$ cat src/wdog_pkg.sv
// Package with register map, field positions, reset values and timing for the watchdog.
`default_nettype none
package wdog_pkg;
	localparam logic [3:0] OFF_RESTART_CONTROL = 4'h0;
	localparam logic [3:0] OFF_WATCHDOG_MODE = 4'h4;
	localparam logic [3:0] OFF_FAULT_STATUS = 4'h8;
	localparam logic [7:0] UNLOCK_VALUE = 8'ha5;
	localparam int KEY_LSB = 24;
	localparam int RESTART_BIT = 0;
	localparam int RELOAD_LSB = 0;
	localparam int WINDOW_LSB = 16;
	localparam int FIELD_W = 12;
	localparam int IRQ_EN_BIT = 12;
	localparam int RST_EN_BIT = 13;
	localparam int SCOPE_BIT = 14;
	localparam int DISABLE_BIT = 15;
	localparam int DBG_HALT_BIT = 28;
	localparam int IDLE_HALT_BIT = 29;
	localparam int UNF_BIT = 0;
	localparam int ERR_BIT = 1;
	localparam logic [31:0] MODE_RESET = 32'h3fff2fff;
	localparam logic [31:0] MODE_MASK = 32'h3fffffff;
	localparam int PRESCALE_DIV = 128;
	localparam int PRESCALE_W = 7;
endpackage : wdog_pkg
`default_nettype wire

$ cat src/windowed_watchdog_timer.sv
// Windowed key-protected watchdog with write-once mode and read-clear status.
// How it works
// - Control write needs unlock key in top byte.
// - Keyed restart bit one restarts the watchdog.
// - Mode register accepts only its first write.
// - Reload value loads the 12-bit counter.
// - Fault irq enable routes faults to interrupt.
// - Fault reset enable routes faults to reset.
// - Scope bit picks processor or all resets.
// - Restart only when counter within window.
// - Early restart flags window error instead.
// - Debug halt stops counter in debug.
// - Idle halt stops counter when idle.
// - Disable bit stops the watchdog timer.
// - Underflow flag sticky until status read.
// - Window error flag sticky until read.
// - Counter ticks on slow clock divided 128.
// - Restart reloads counter and clears prescaler.
// - Underflow sets flag and fault if enabled.
// - Status read clears flags, irq, fault.
//
// The strobed register port was decided locally.
`default_nettype none
module windowed_watchdog_timer
	import wdog_pkg::*;
(
	input wire logic clock, // System clock, 125 MHz.
	input wire logic srst, // Synchronous reset, active high.
	input wire logic slck_en, // Slow clock enable pulse.
	input wire logic debug_state, // Processor in debug, async.
	input wire logic idle_state, // System idle, async.
	input wire logic [3:0] addr, // Register byte address.
	input wire logic [31:0] wdata, // Write data.
	input wire logic wr, // Write strobe.
	input wire logic rd, // Read strobe.
	output logic [31:0] rdata, // Read data, cycle after rd.
	output logic irq, // Fault interrupt.
	output logic fault, // Fault to reset controller.
	output logic proc_reset_only // Fault asks processor reset only.
);
	// ************************************************
	// Input synchronisers and register decode
	// ************************************************
	logic dbg_s1_r, dbg_s2_r, idle_s1_r, idle_s2_r;
	always_ff @(posedge clock)
	begin
		dbg_s1_r <= debug_state;
		dbg_s2_r <= dbg_s1_r;
		idle_s1_r <= idle_state;
		idle_s2_r <= idle_s1_r;
	end

	logic [31:0] mode_r;
	logic mode_locked_r;
	logic [FIELD_W-1:0] count_r;
	logic unf_r, err_r;
	logic wr_ctrl, wr_mode, rd_stat, key_ok, restart_req, in_window, restart_ok;
	logic run, tick, underflow, win_err, prescale_clr;
	logic [FIELD_W-1:0] reload_v, window_v;

	assign reload_v = mode_r[RELOAD_LSB +: FIELD_W];
	assign window_v = mode_r[WINDOW_LSB +: FIELD_W];
	assign wr_ctrl = wr && (addr == OFF_RESTART_CONTROL);
	assign wr_mode = wr && (addr == OFF_WATCHDOG_MODE) && !mode_locked_r;
	assign rd_stat = rd && (addr == OFF_FAULT_STATUS);
	assign key_ok = (wdata[KEY_LSB +: 8] == UNLOCK_VALUE);
	assign restart_req = wr_ctrl && key_ok && wdata[RESTART_BIT];
	assign in_window = (count_r <= window_v);
	assign restart_ok = restart_req && in_window;
	// Window errors count even while disabled, so a stuck loop is still caught.
	assign win_err = restart_req && !in_window;
	// A mode write also restarts, matching the reload-on-program behaviour.
	assign prescale_clr = restart_ok || wr_mode;

	// The mode fields follow the lock so a new write takes effect at once.
	assign run = !mode_r[DISABLE_BIT]
		&& !(mode_r[DBG_HALT_BIT] && dbg_s2_r)
		&& !(mode_r[IDLE_HALT_BIT] && idle_s2_r);

	slow_tick u_prescale (
		.clock(clock),
		.srst(srst),
		.slck_en(slck_en),
		.run(run),
		.restart(prescale_clr),
		.tick(tick)
	);

	assign underflow = tick && (count_r == '0) && !prescale_clr;

	// ************************************************
	// Mode register, write once
	// ************************************************
	always_ff @(posedge clock)
	begin
		if (srst)
		begin
			mode_r <= MODE_RESET;
			mode_locked_r <= 1'b0;
		end
		else if (wr_mode)
		begin
			mode_r <= wdata & MODE_MASK;
			mode_locked_r <= 1'b1;
		end
	end

	// ************************************************
	// Down counter
	// ************************************************
	always_ff @(posedge clock)
	begin
		if (srst)
			count_r <= MODE_RESET[RELOAD_LSB +: FIELD_W];
		else if (wr_mode)
			count_r <= wdata[RELOAD_LSB +: FIELD_W];
		else if (restart_ok)
			count_r <= reload_v;
		else if (tick)
		begin
			// The counter wraps to the reload value so underflow repeats each period.
			if (count_r == '0)
				count_r <= reload_v;
			else
				count_r <= count_r - 12'h001;
		end
	end

	// ************************************************
	// Sticky status, set wins over read clear
	// ************************************************
	always_ff @(posedge clock)
	begin
		if (srst)
		begin
			unf_r <= 1'b0;
			err_r <= 1'b0;
		end
		else
		begin
			unf_r <= underflow || (unf_r && !rd_stat);
			err_r <= win_err || (err_r && !rd_stat);
		end
	end

	// ************************************************
	// Outputs
	// ************************************************
	logic irq_nxt, fault_nxt;
	assign irq_nxt = mode_r[IRQ_EN_BIT] && (underflow || win_err ||
		((unf_r || err_r) && !rd_stat));
	assign fault_nxt = mode_r[RST_EN_BIT] && (underflow || win_err ||
		((unf_r || err_r) && !rd_stat));

	always_ff @(posedge clock)
	begin
		if (srst)
		begin
			irq <= 1'b0;
			fault <= 1'b0;
			proc_reset_only <= 1'b0;
		end
		else
		begin
			irq <= irq_nxt;
			fault <= fault_nxt;
			proc_reset_only <= fault_nxt && mode_r[SCOPE_BIT];
		end
	end

	always_ff @(posedge clock)
	begin
		if (srst)
			rdata <= 32'h00000000;
		else if (rd)
		begin
			unique case (addr)
				OFF_WATCHDOG_MODE: rdata <= mode_r;
				OFF_FAULT_STATUS: rdata <= {30'h0, err_r, unf_r};
				default: rdata <= 32'h00000000;
			endcase
		end
		else
			rdata <= 32'h00000000;
	end

	// ************************************************
	// Further checks on the bus, the counter, the prescaler, the flags and the outputs
	// ************************************************
	// Counts enabled slow pulses since the last tick or prescaler clear.
	// It shadows the prescaler so that a wrong divide ratio shows at once.
	logic [PRESCALE_W:0] gap_r;
	always_ff @(posedge clock)
	begin
		if (srst || prescale_clr || tick)
			gap_r <= '0;
		else if (run && slck_en)
			gap_r <= gap_r + 8'h01;
	end
endmodule : windowed_watchdog_timer
`default_nettype wire

$ cat src/slow_tick.sv
// Divide-by-128 prescaler on slow clock enable pulses, restartable.
`default_nettype none
module slow_tick
	import wdog_pkg::*;
(
	input wire logic clock, // System clock.
	input wire logic srst, // Synchronous reset.
	input wire logic slck_en, // One slow clock period pulse.
	input wire logic run, // Counting allowed.
	input wire logic restart, // Clear the prescaler.
	output logic tick // One pulse per 128 slow periods.
);
	logic [PRESCALE_W-1:0] div_r;
	always_ff @(posedge clock)
	begin
		if (srst || restart)
			div_r <= '0;
		else if (run && slck_en)
			div_r <= div_r + 7'h01;
	end
	assign tick = run && slck_en && (div_r == 7'(PRESCALE_DIV - 1));
endmodule : slow_tick
`default_nettype wire

$ cat config.mk
export PLATFORM = sky130hd
export DESIGN_NAME = windowed_watchdog_timer
export DESIGN_NICKNAME = d
export VERILOG_FILES = /design/src/wdog_pkg.sv /design/src/windowed_watchdog_timer.sv /design/src/slow_tick.sv
export SDC_FILE = /design/constraint.sdc
export NUM_CORES = 1
export LEC_CHECK = 0
export ABC_AREA = 1
export BUFFER_PORTS_ARGS = -buffer_cell sky130_fd_sc_hd__buf_2
export CORE_UTILIZATION = 50
export CTS_CLUSTER_DIAMETER = 40
export CTS_CLUSTER_SIZE = 25
export DETAILED_ROUTE_END_ITERATION = 16
export HOLD_SLACK_MARGIN = 0.05
export PLACE_DENSITY = 0.81
export SYNTH_ARGS = -nofsm -noshare
export SYNTH_HDL_FRONTEND = slang
export SYNTH_SLANG_ARGS = --single-unit
$ cat constraint.sdc
create_clock -name clock -period 1.9 [get_ports clock]
set_clock_uncertainty 0.2 [all_clocks]
set_input_delay 0.19 -clock clock [delete_from_list [all_inputs] [get_ports clock]]
set_output_delay 0.19 -clock clock [all_outputs]
set_load 0.05 [all_outputs]
Yosys cells after proc, flatten, opt, wreduce, memory -nomap -nowiden:

Cells that the tools add are included.

* reduce and logical (&&, ||, !) cells: 40
* equal/unequal tests: 4
* add/sub/neg operators: 2
* bitwise logic cells: 1
* muxes and demuxes: 5
* $lt $le $gt $ge: 1

Operators with widths (number)
* $pmux 30 s2: 1
* $mux 12: 4
* $logic_and 1x1->1: 22
* $le 12x12->1: 1
* $logic_not 12->1: 1
* $sub 12x1->12 const B: 1
* $eq 8x8->1 const B: 1
* $add 7x1->7 const B: 1
* $eq 7x7->1 const B: 1
* $logic_not 1->1: 7
* $logic_or 1x1->1: 7
* $eq 4x3->1 const B: 1
* $eq 4x4->1 const B: 1
* $logic_not 4->1: 1
* $reduce_bool 3->1: 1
* $reduce_or 2->1: 1
* $not 1->1: 1

* logic and storage cells: 67
* register bits after elaboration: 91

Logic depth before layout (Yosys ltp):

* depth in word-level cells: 12
* gate-level depth with buffers: 17

Cells and area by module:

From an unflattened synthesis, not the netlist that was laid out.

* cells, all modules: 555
* area, all modules: 4147.7 µm²

By module, submodules not included
* windowed_watchdog_timer: area each 3787.4 µm², instances 1, cells an instance 501
* slow_tick: area each 360.3 µm², instances 1, cells an instance 54

Least setup slack after synthesis:

No wires, ideal clock.

* path type: reg2reg
* start point: reg mode_r[27]
* end point: reg count_r[0]
* stages on the path, launching flop included: 15
* library setup time: 0.112 ns
* path slack: -0.069 ns
* arrival: 1.657 ns
* clock period less this slack: 1.969 ns
* required time: 1.588 ns
* buffers on the path: 1
* cells stage by stage: dfxtp_1 inv_1 ha_1 nand2_1 inv_2 nand2_1 nor2_2 nand2_1 nand3_2 nand2_4 a21oi_4 nand2_2 buf_2 nand2_1 nand2_1

* cells in the longest elaborated chain, start to end: 4

Ends and longest elaborated chain
* start, declared: RTL line windowed_watchdog_timer.sv:53 `logic [31:0] mode_r;`
* start signal, assigned: RTL line windowed_watchdog_timer.sv:103 `mode_r <= wdata & MODE_MASK;`
* $le 12x12->1 (*): RTL line windowed_watchdog_timer.sv:68 `assign in_window = (count_r <= window_v);`
* $logic_and 1x1->1 (*): RTL line windowed_watchdog_timer.sv:69 `assign restart_ok = restart_req && in_window;`
* $mux 12: RTL line windowed_watchdog_timer.sv:117 `else if (restart_ok)`
* $mux 12: RTL line windowed_watchdog_timer.sv:115 `else if (wr_mode)`
* end signal, assigned: RTL line windowed_watchdog_timer.sv:114 `count_r <= MODE_RESET[RELOAD_LSB +: FIELD_W];`
* end signal, assigned: RTL line windowed_watchdog_timer.sv:116 `count_r <= wdata[RELOAD_LSB +: FIELD_W];`
* end signal, assigned: RTL line windowed_watchdog_timer.sv:118 `count_r <= reload_v;`
* end, declared: RTL line windowed_watchdog_timer.sv:55 `logic [FIELD_W-1:0] count_r;`

Mark *: on every way between the ends. The rest lies on a longest branch, timed or not.
A chain may end at the register's enable or synchronous reset.

Worst setup path in the final report:

* start point: reg mode_r[21]
* end point: reg count_r[2]

Same word-level chain as after synthesis.

==> results.toml <==
[outcome]
status = "complete, but fails checks"
violations = "negative setup slack"

[worst_setup_path]
r2r_setup_slack_ns = -0.35
reg2reg_from = "mode_r[21]"
crit_path_end_kind = "flip-flop"
reg2reg_depth = 13
crit_arrival_ns = 2.37
critPathMaxFanout = 7
worstReg2RegEnd = "count_r[2]"
path_class = "flip-flop to flip-flop"
start_kind = "flip-flop"
required_ns = 2.01

[die]
fp.coreArea_mm2 = 0.00818
initial_core_util_pct = 51.3
die_x_um = 93.6
boundaryPins = 78
die_area_mm2 = 0.00877
die_y_um = 93.6
num_rows = 33

[detailed_routing]
vias_per_cell = 5.23
ant_nets = 0
initialDrtViolationCount = 359
vias = 4472
drtPass1Iterations = 7
wire_per_inst_um = 15.2
drt-total-wl_um = 13000
drc = 0

[clock_network]
clk-insertion-delay-late_ns = 0.37
cts_made_buffers = 9
path_clk_slew_ns = 0.10
cts_sinks = 89
clock_path_buffers = 2
htreeDepth = 3
cts_root_buf = "clkbuf_8"
cts_tree = "built"

[hold_path]
holdPathEnd = "u_prescale.div_r[1]"
hold_depth = 5
hold_start = "slck_en"
min_path_type = "input pin to flip-flop"

[finish]
seq_area_mm2 = 0.00179
n_antenna_cell = 0
fillers = 636
syn2layout_area_growth_pct = 37.1
multi_input_area_mm2 = 0.00215
stdcell_count = 855
design_area_mm2 = 0.00576
drive_gt1_share_pct = 27.7
nets = 803

[global_route]
antenna_found_initial = 0
grt_pass1_wl_um = 20900
track_usage_pct = 31.2
grt_max_degree = 33
grt_pass1_vias = 4488
overflow = 0

[yosys]
syn_inst = 588
yosysWarnings = 0
ys_seq_area_share_pct = 42.4
ys_types = 35
ys_seq_elements = 89
synth_area_per_cell_um2 = 7.14
netlist_area_mm2 = 0.00420

[pwr]
vdd_drop_max_mv = 0.352
powerDensity_mw_per_mm2 = 654
power_leakage_nw = 3.07
fin_total_pwr_w = 0.00376

[timing]
fmax_mhz = 444
rsz0062_at_grt = "true"
finalHoldViolations = 0
post-route-period-util_pct = 119
fin_crit_ns = 2.25
fin_ws_ns = -0.354
setup_viol_count_final = 25
maxSlewViolCount = 0

[placement]
dp.cells = 798
gp_congestion = 0.940
hpwlAfterDp_um = 8380
placed_area_mm2 = 0.00500
portBuffers = 75

[job]
drv_cap = 0
## cell usage after synthesis
cell	number	area, um2
nand4_2	2	25.0
a21o_1	1	7.51
nand2_4	2	22.5
buf_1	1	3.75
o21ai_1	5	25.0
xor2_1	7	61.3
nand3_2	2	20.0
ha_1	15	188
dfxtp_1	89	1780
nor2_2	6	37.5
nand2_2	4	25.0
and3_1	1	6.26
conb_1	1	3.75
o211ai_1	5	37.5
o21ai_0	20	100
a21oi_1	28	140
o2111ai_1	1	8.76
nor4_1	1	6.26
inv_1	71	267
nand3_1	48	240
clkbuf_1	12	45.0
nor2_1	37	139
nor2_4	1	11.3
inv_2	5	18.8
nand3b_1	2	15.0
xnor2_1	1	8.76
a21oi_4	1	16.3
buf_6	3	33.8
buf_2	7	35.0
nand4_1	7	43.8
nor3_2	2	20.0
nand2_1	174	653
nor3b_4	1	18.8
nor3_1	22	110
buf_4	3	22.5
## cells in the final DEF, fill, tap and decap left out, types with 2 or more instances in the layout
cell type / n
nand4_2: 2
nand3_1: 44
xor2_1: 7
nor3_1: 22
nand2_2: 4
buf_4: 57
inv_1: 67
nand2_1: 171
dfxtp_2: 7
buf_2: 75
dlygate4sd3_1: 36
nor2_2: 9
nor2_4: 2
clkbuf_8: 9
o21ai_1: 5
o211ai_1: 5
clkinv_4: 2
inv_2: 9
o21ai_0: 20
a21oi_1: 25
ha_4: 5
nand3b_1: 2
nand2_4: 4
nor3_2: 2
nor2_1: 33
a21oi_2: 3
inv_8: 4
buf_6: 2
dfxtp_1: 82
nand4_1: 7
conb_1: 2
nand3_2: 5
ha_1: 10
## timing repair
action / 4_1_cts / 5_1_grt
resized for setup: 27 / 11
pin swaps: 11 / 8
setup buffers: 3 / 2
endpoints found under the hold margin: 48 / 0
hold buffers: 36 / 0
setup endpoints to repair: 23 / 25
## sequential cells by signal, summed over array words and instances (netlist names)
| signal | flops |
|---|---|
| dbg_s2_r | 1 |
| unf_r | 1 |
| u_prescale.div_r | 7 |
| err_r | 1 |
| mode_locked_r | 1 |
| irq | 1 |
| fault | 1 |
| dbg_s1_r | 1 |
| idle_s1_r | 1 |
| rdata | 30 |
| idle_s2_r | 1 |
| mode_r | 30 |
| proc_reset_only | 1 |
| count_r | 12 |
## area by class of cell
| cell class | count | share of cell area, % |
|---|---|---|
| clock buffer | 9 | 2.15 |
| sequential | 89 | 31.1 |
| multi-input combinational | 398 | 37.3 |
| inverter | 76 | 4.96 |
| timing repair buffer | 171 | 21.0 |
| clock inverter | 7 | 1.22 |
| tap | 105 | 2.28 |
## layer usage
metal | vias up | part of all wire (%) | track usage [%]
li1 | 2169 | - | -
met1 | 2060 | 39 | 35.2
met2 | 191 | 51 | 56.1
met3 | 52 | 5.8 | 5.61
met4 | 0 | 3.9 | 15.5
met5 | - | 0 | 0
## power breakdown
part | switching (W) | internal [W] | total (W)
clock | 0.000781 | 0.000516 | 0.00130
combinational | 0.000308 | 0.000243 | 0.000551
sequential | 0.0000188 | 0.00190 | 0.00192
## critical path, cell delays in order (launching register included)
cell and delay, ns:
dfxtp_2 0.34, inv_2 0.05, ha_4 0.26, nand4_1 0.23
nor2_4 0.21, nand2_2 0.08, nand3_4 0.09, nand2_8 0.09
a21oi_4 0.24, buf_6 0.16, nand3_1 0.06, nand2_1 0.06
inv_1 0.05, nand2_1 0.07
## through the flow
step	hold slack (ns)	util [%]	setup TNS (ns)	setup WS, ns
2_1_floorplan	0.0177	-	-0.209	-0.0230
3_3_place_gp	0.0945	61.1	-2.39	-0.166
3_5_place_dp	0.0952	61.1	-4.78	-0.268
4_1_cts	0.0744	69.7	-3.74	-0.199
5_1_grt	0.127	70.4	-8.84	-0.432
6_report	0.0969	70.4	-6.98	-0.354
## worst max-delay path by stage
| stage | start | to | slack (ns) | cells past startpoint |
|---|---|---|---|---|
| after floorplan | mode_r[27] | count_r[4] | -0.02 | 14 |
| after global placement | count_r[5] | count_r[7] | -0.17 | 10 |
| after detailed placement | mode_r[21] | count_r[6] | -0.27 | 11 |
| after CTS | mode_r[21] | count_r[10] | -0.20 | 13 |
| after global routing | mode_r[21] | count_r[2] | -0.43 | 13 |
| final | mode_r[21] | count_r[2] | -0.35 | 13 |
## logic make-up (layout without fill, tap and decap cells)
kind of cell,Yosys count,count (layout),synth area share [%]
compound gates,61,61,7.99
xor+xnor,8,8,1.67
fa+ha+maj,15,15,4.47
buf+inv,102,263,10.1
flops,89,89,42.4
other cells,1,2,0.0893
simple gates,312,312,33.2
No activity file was read; power rests on OpenSTA's default activity.
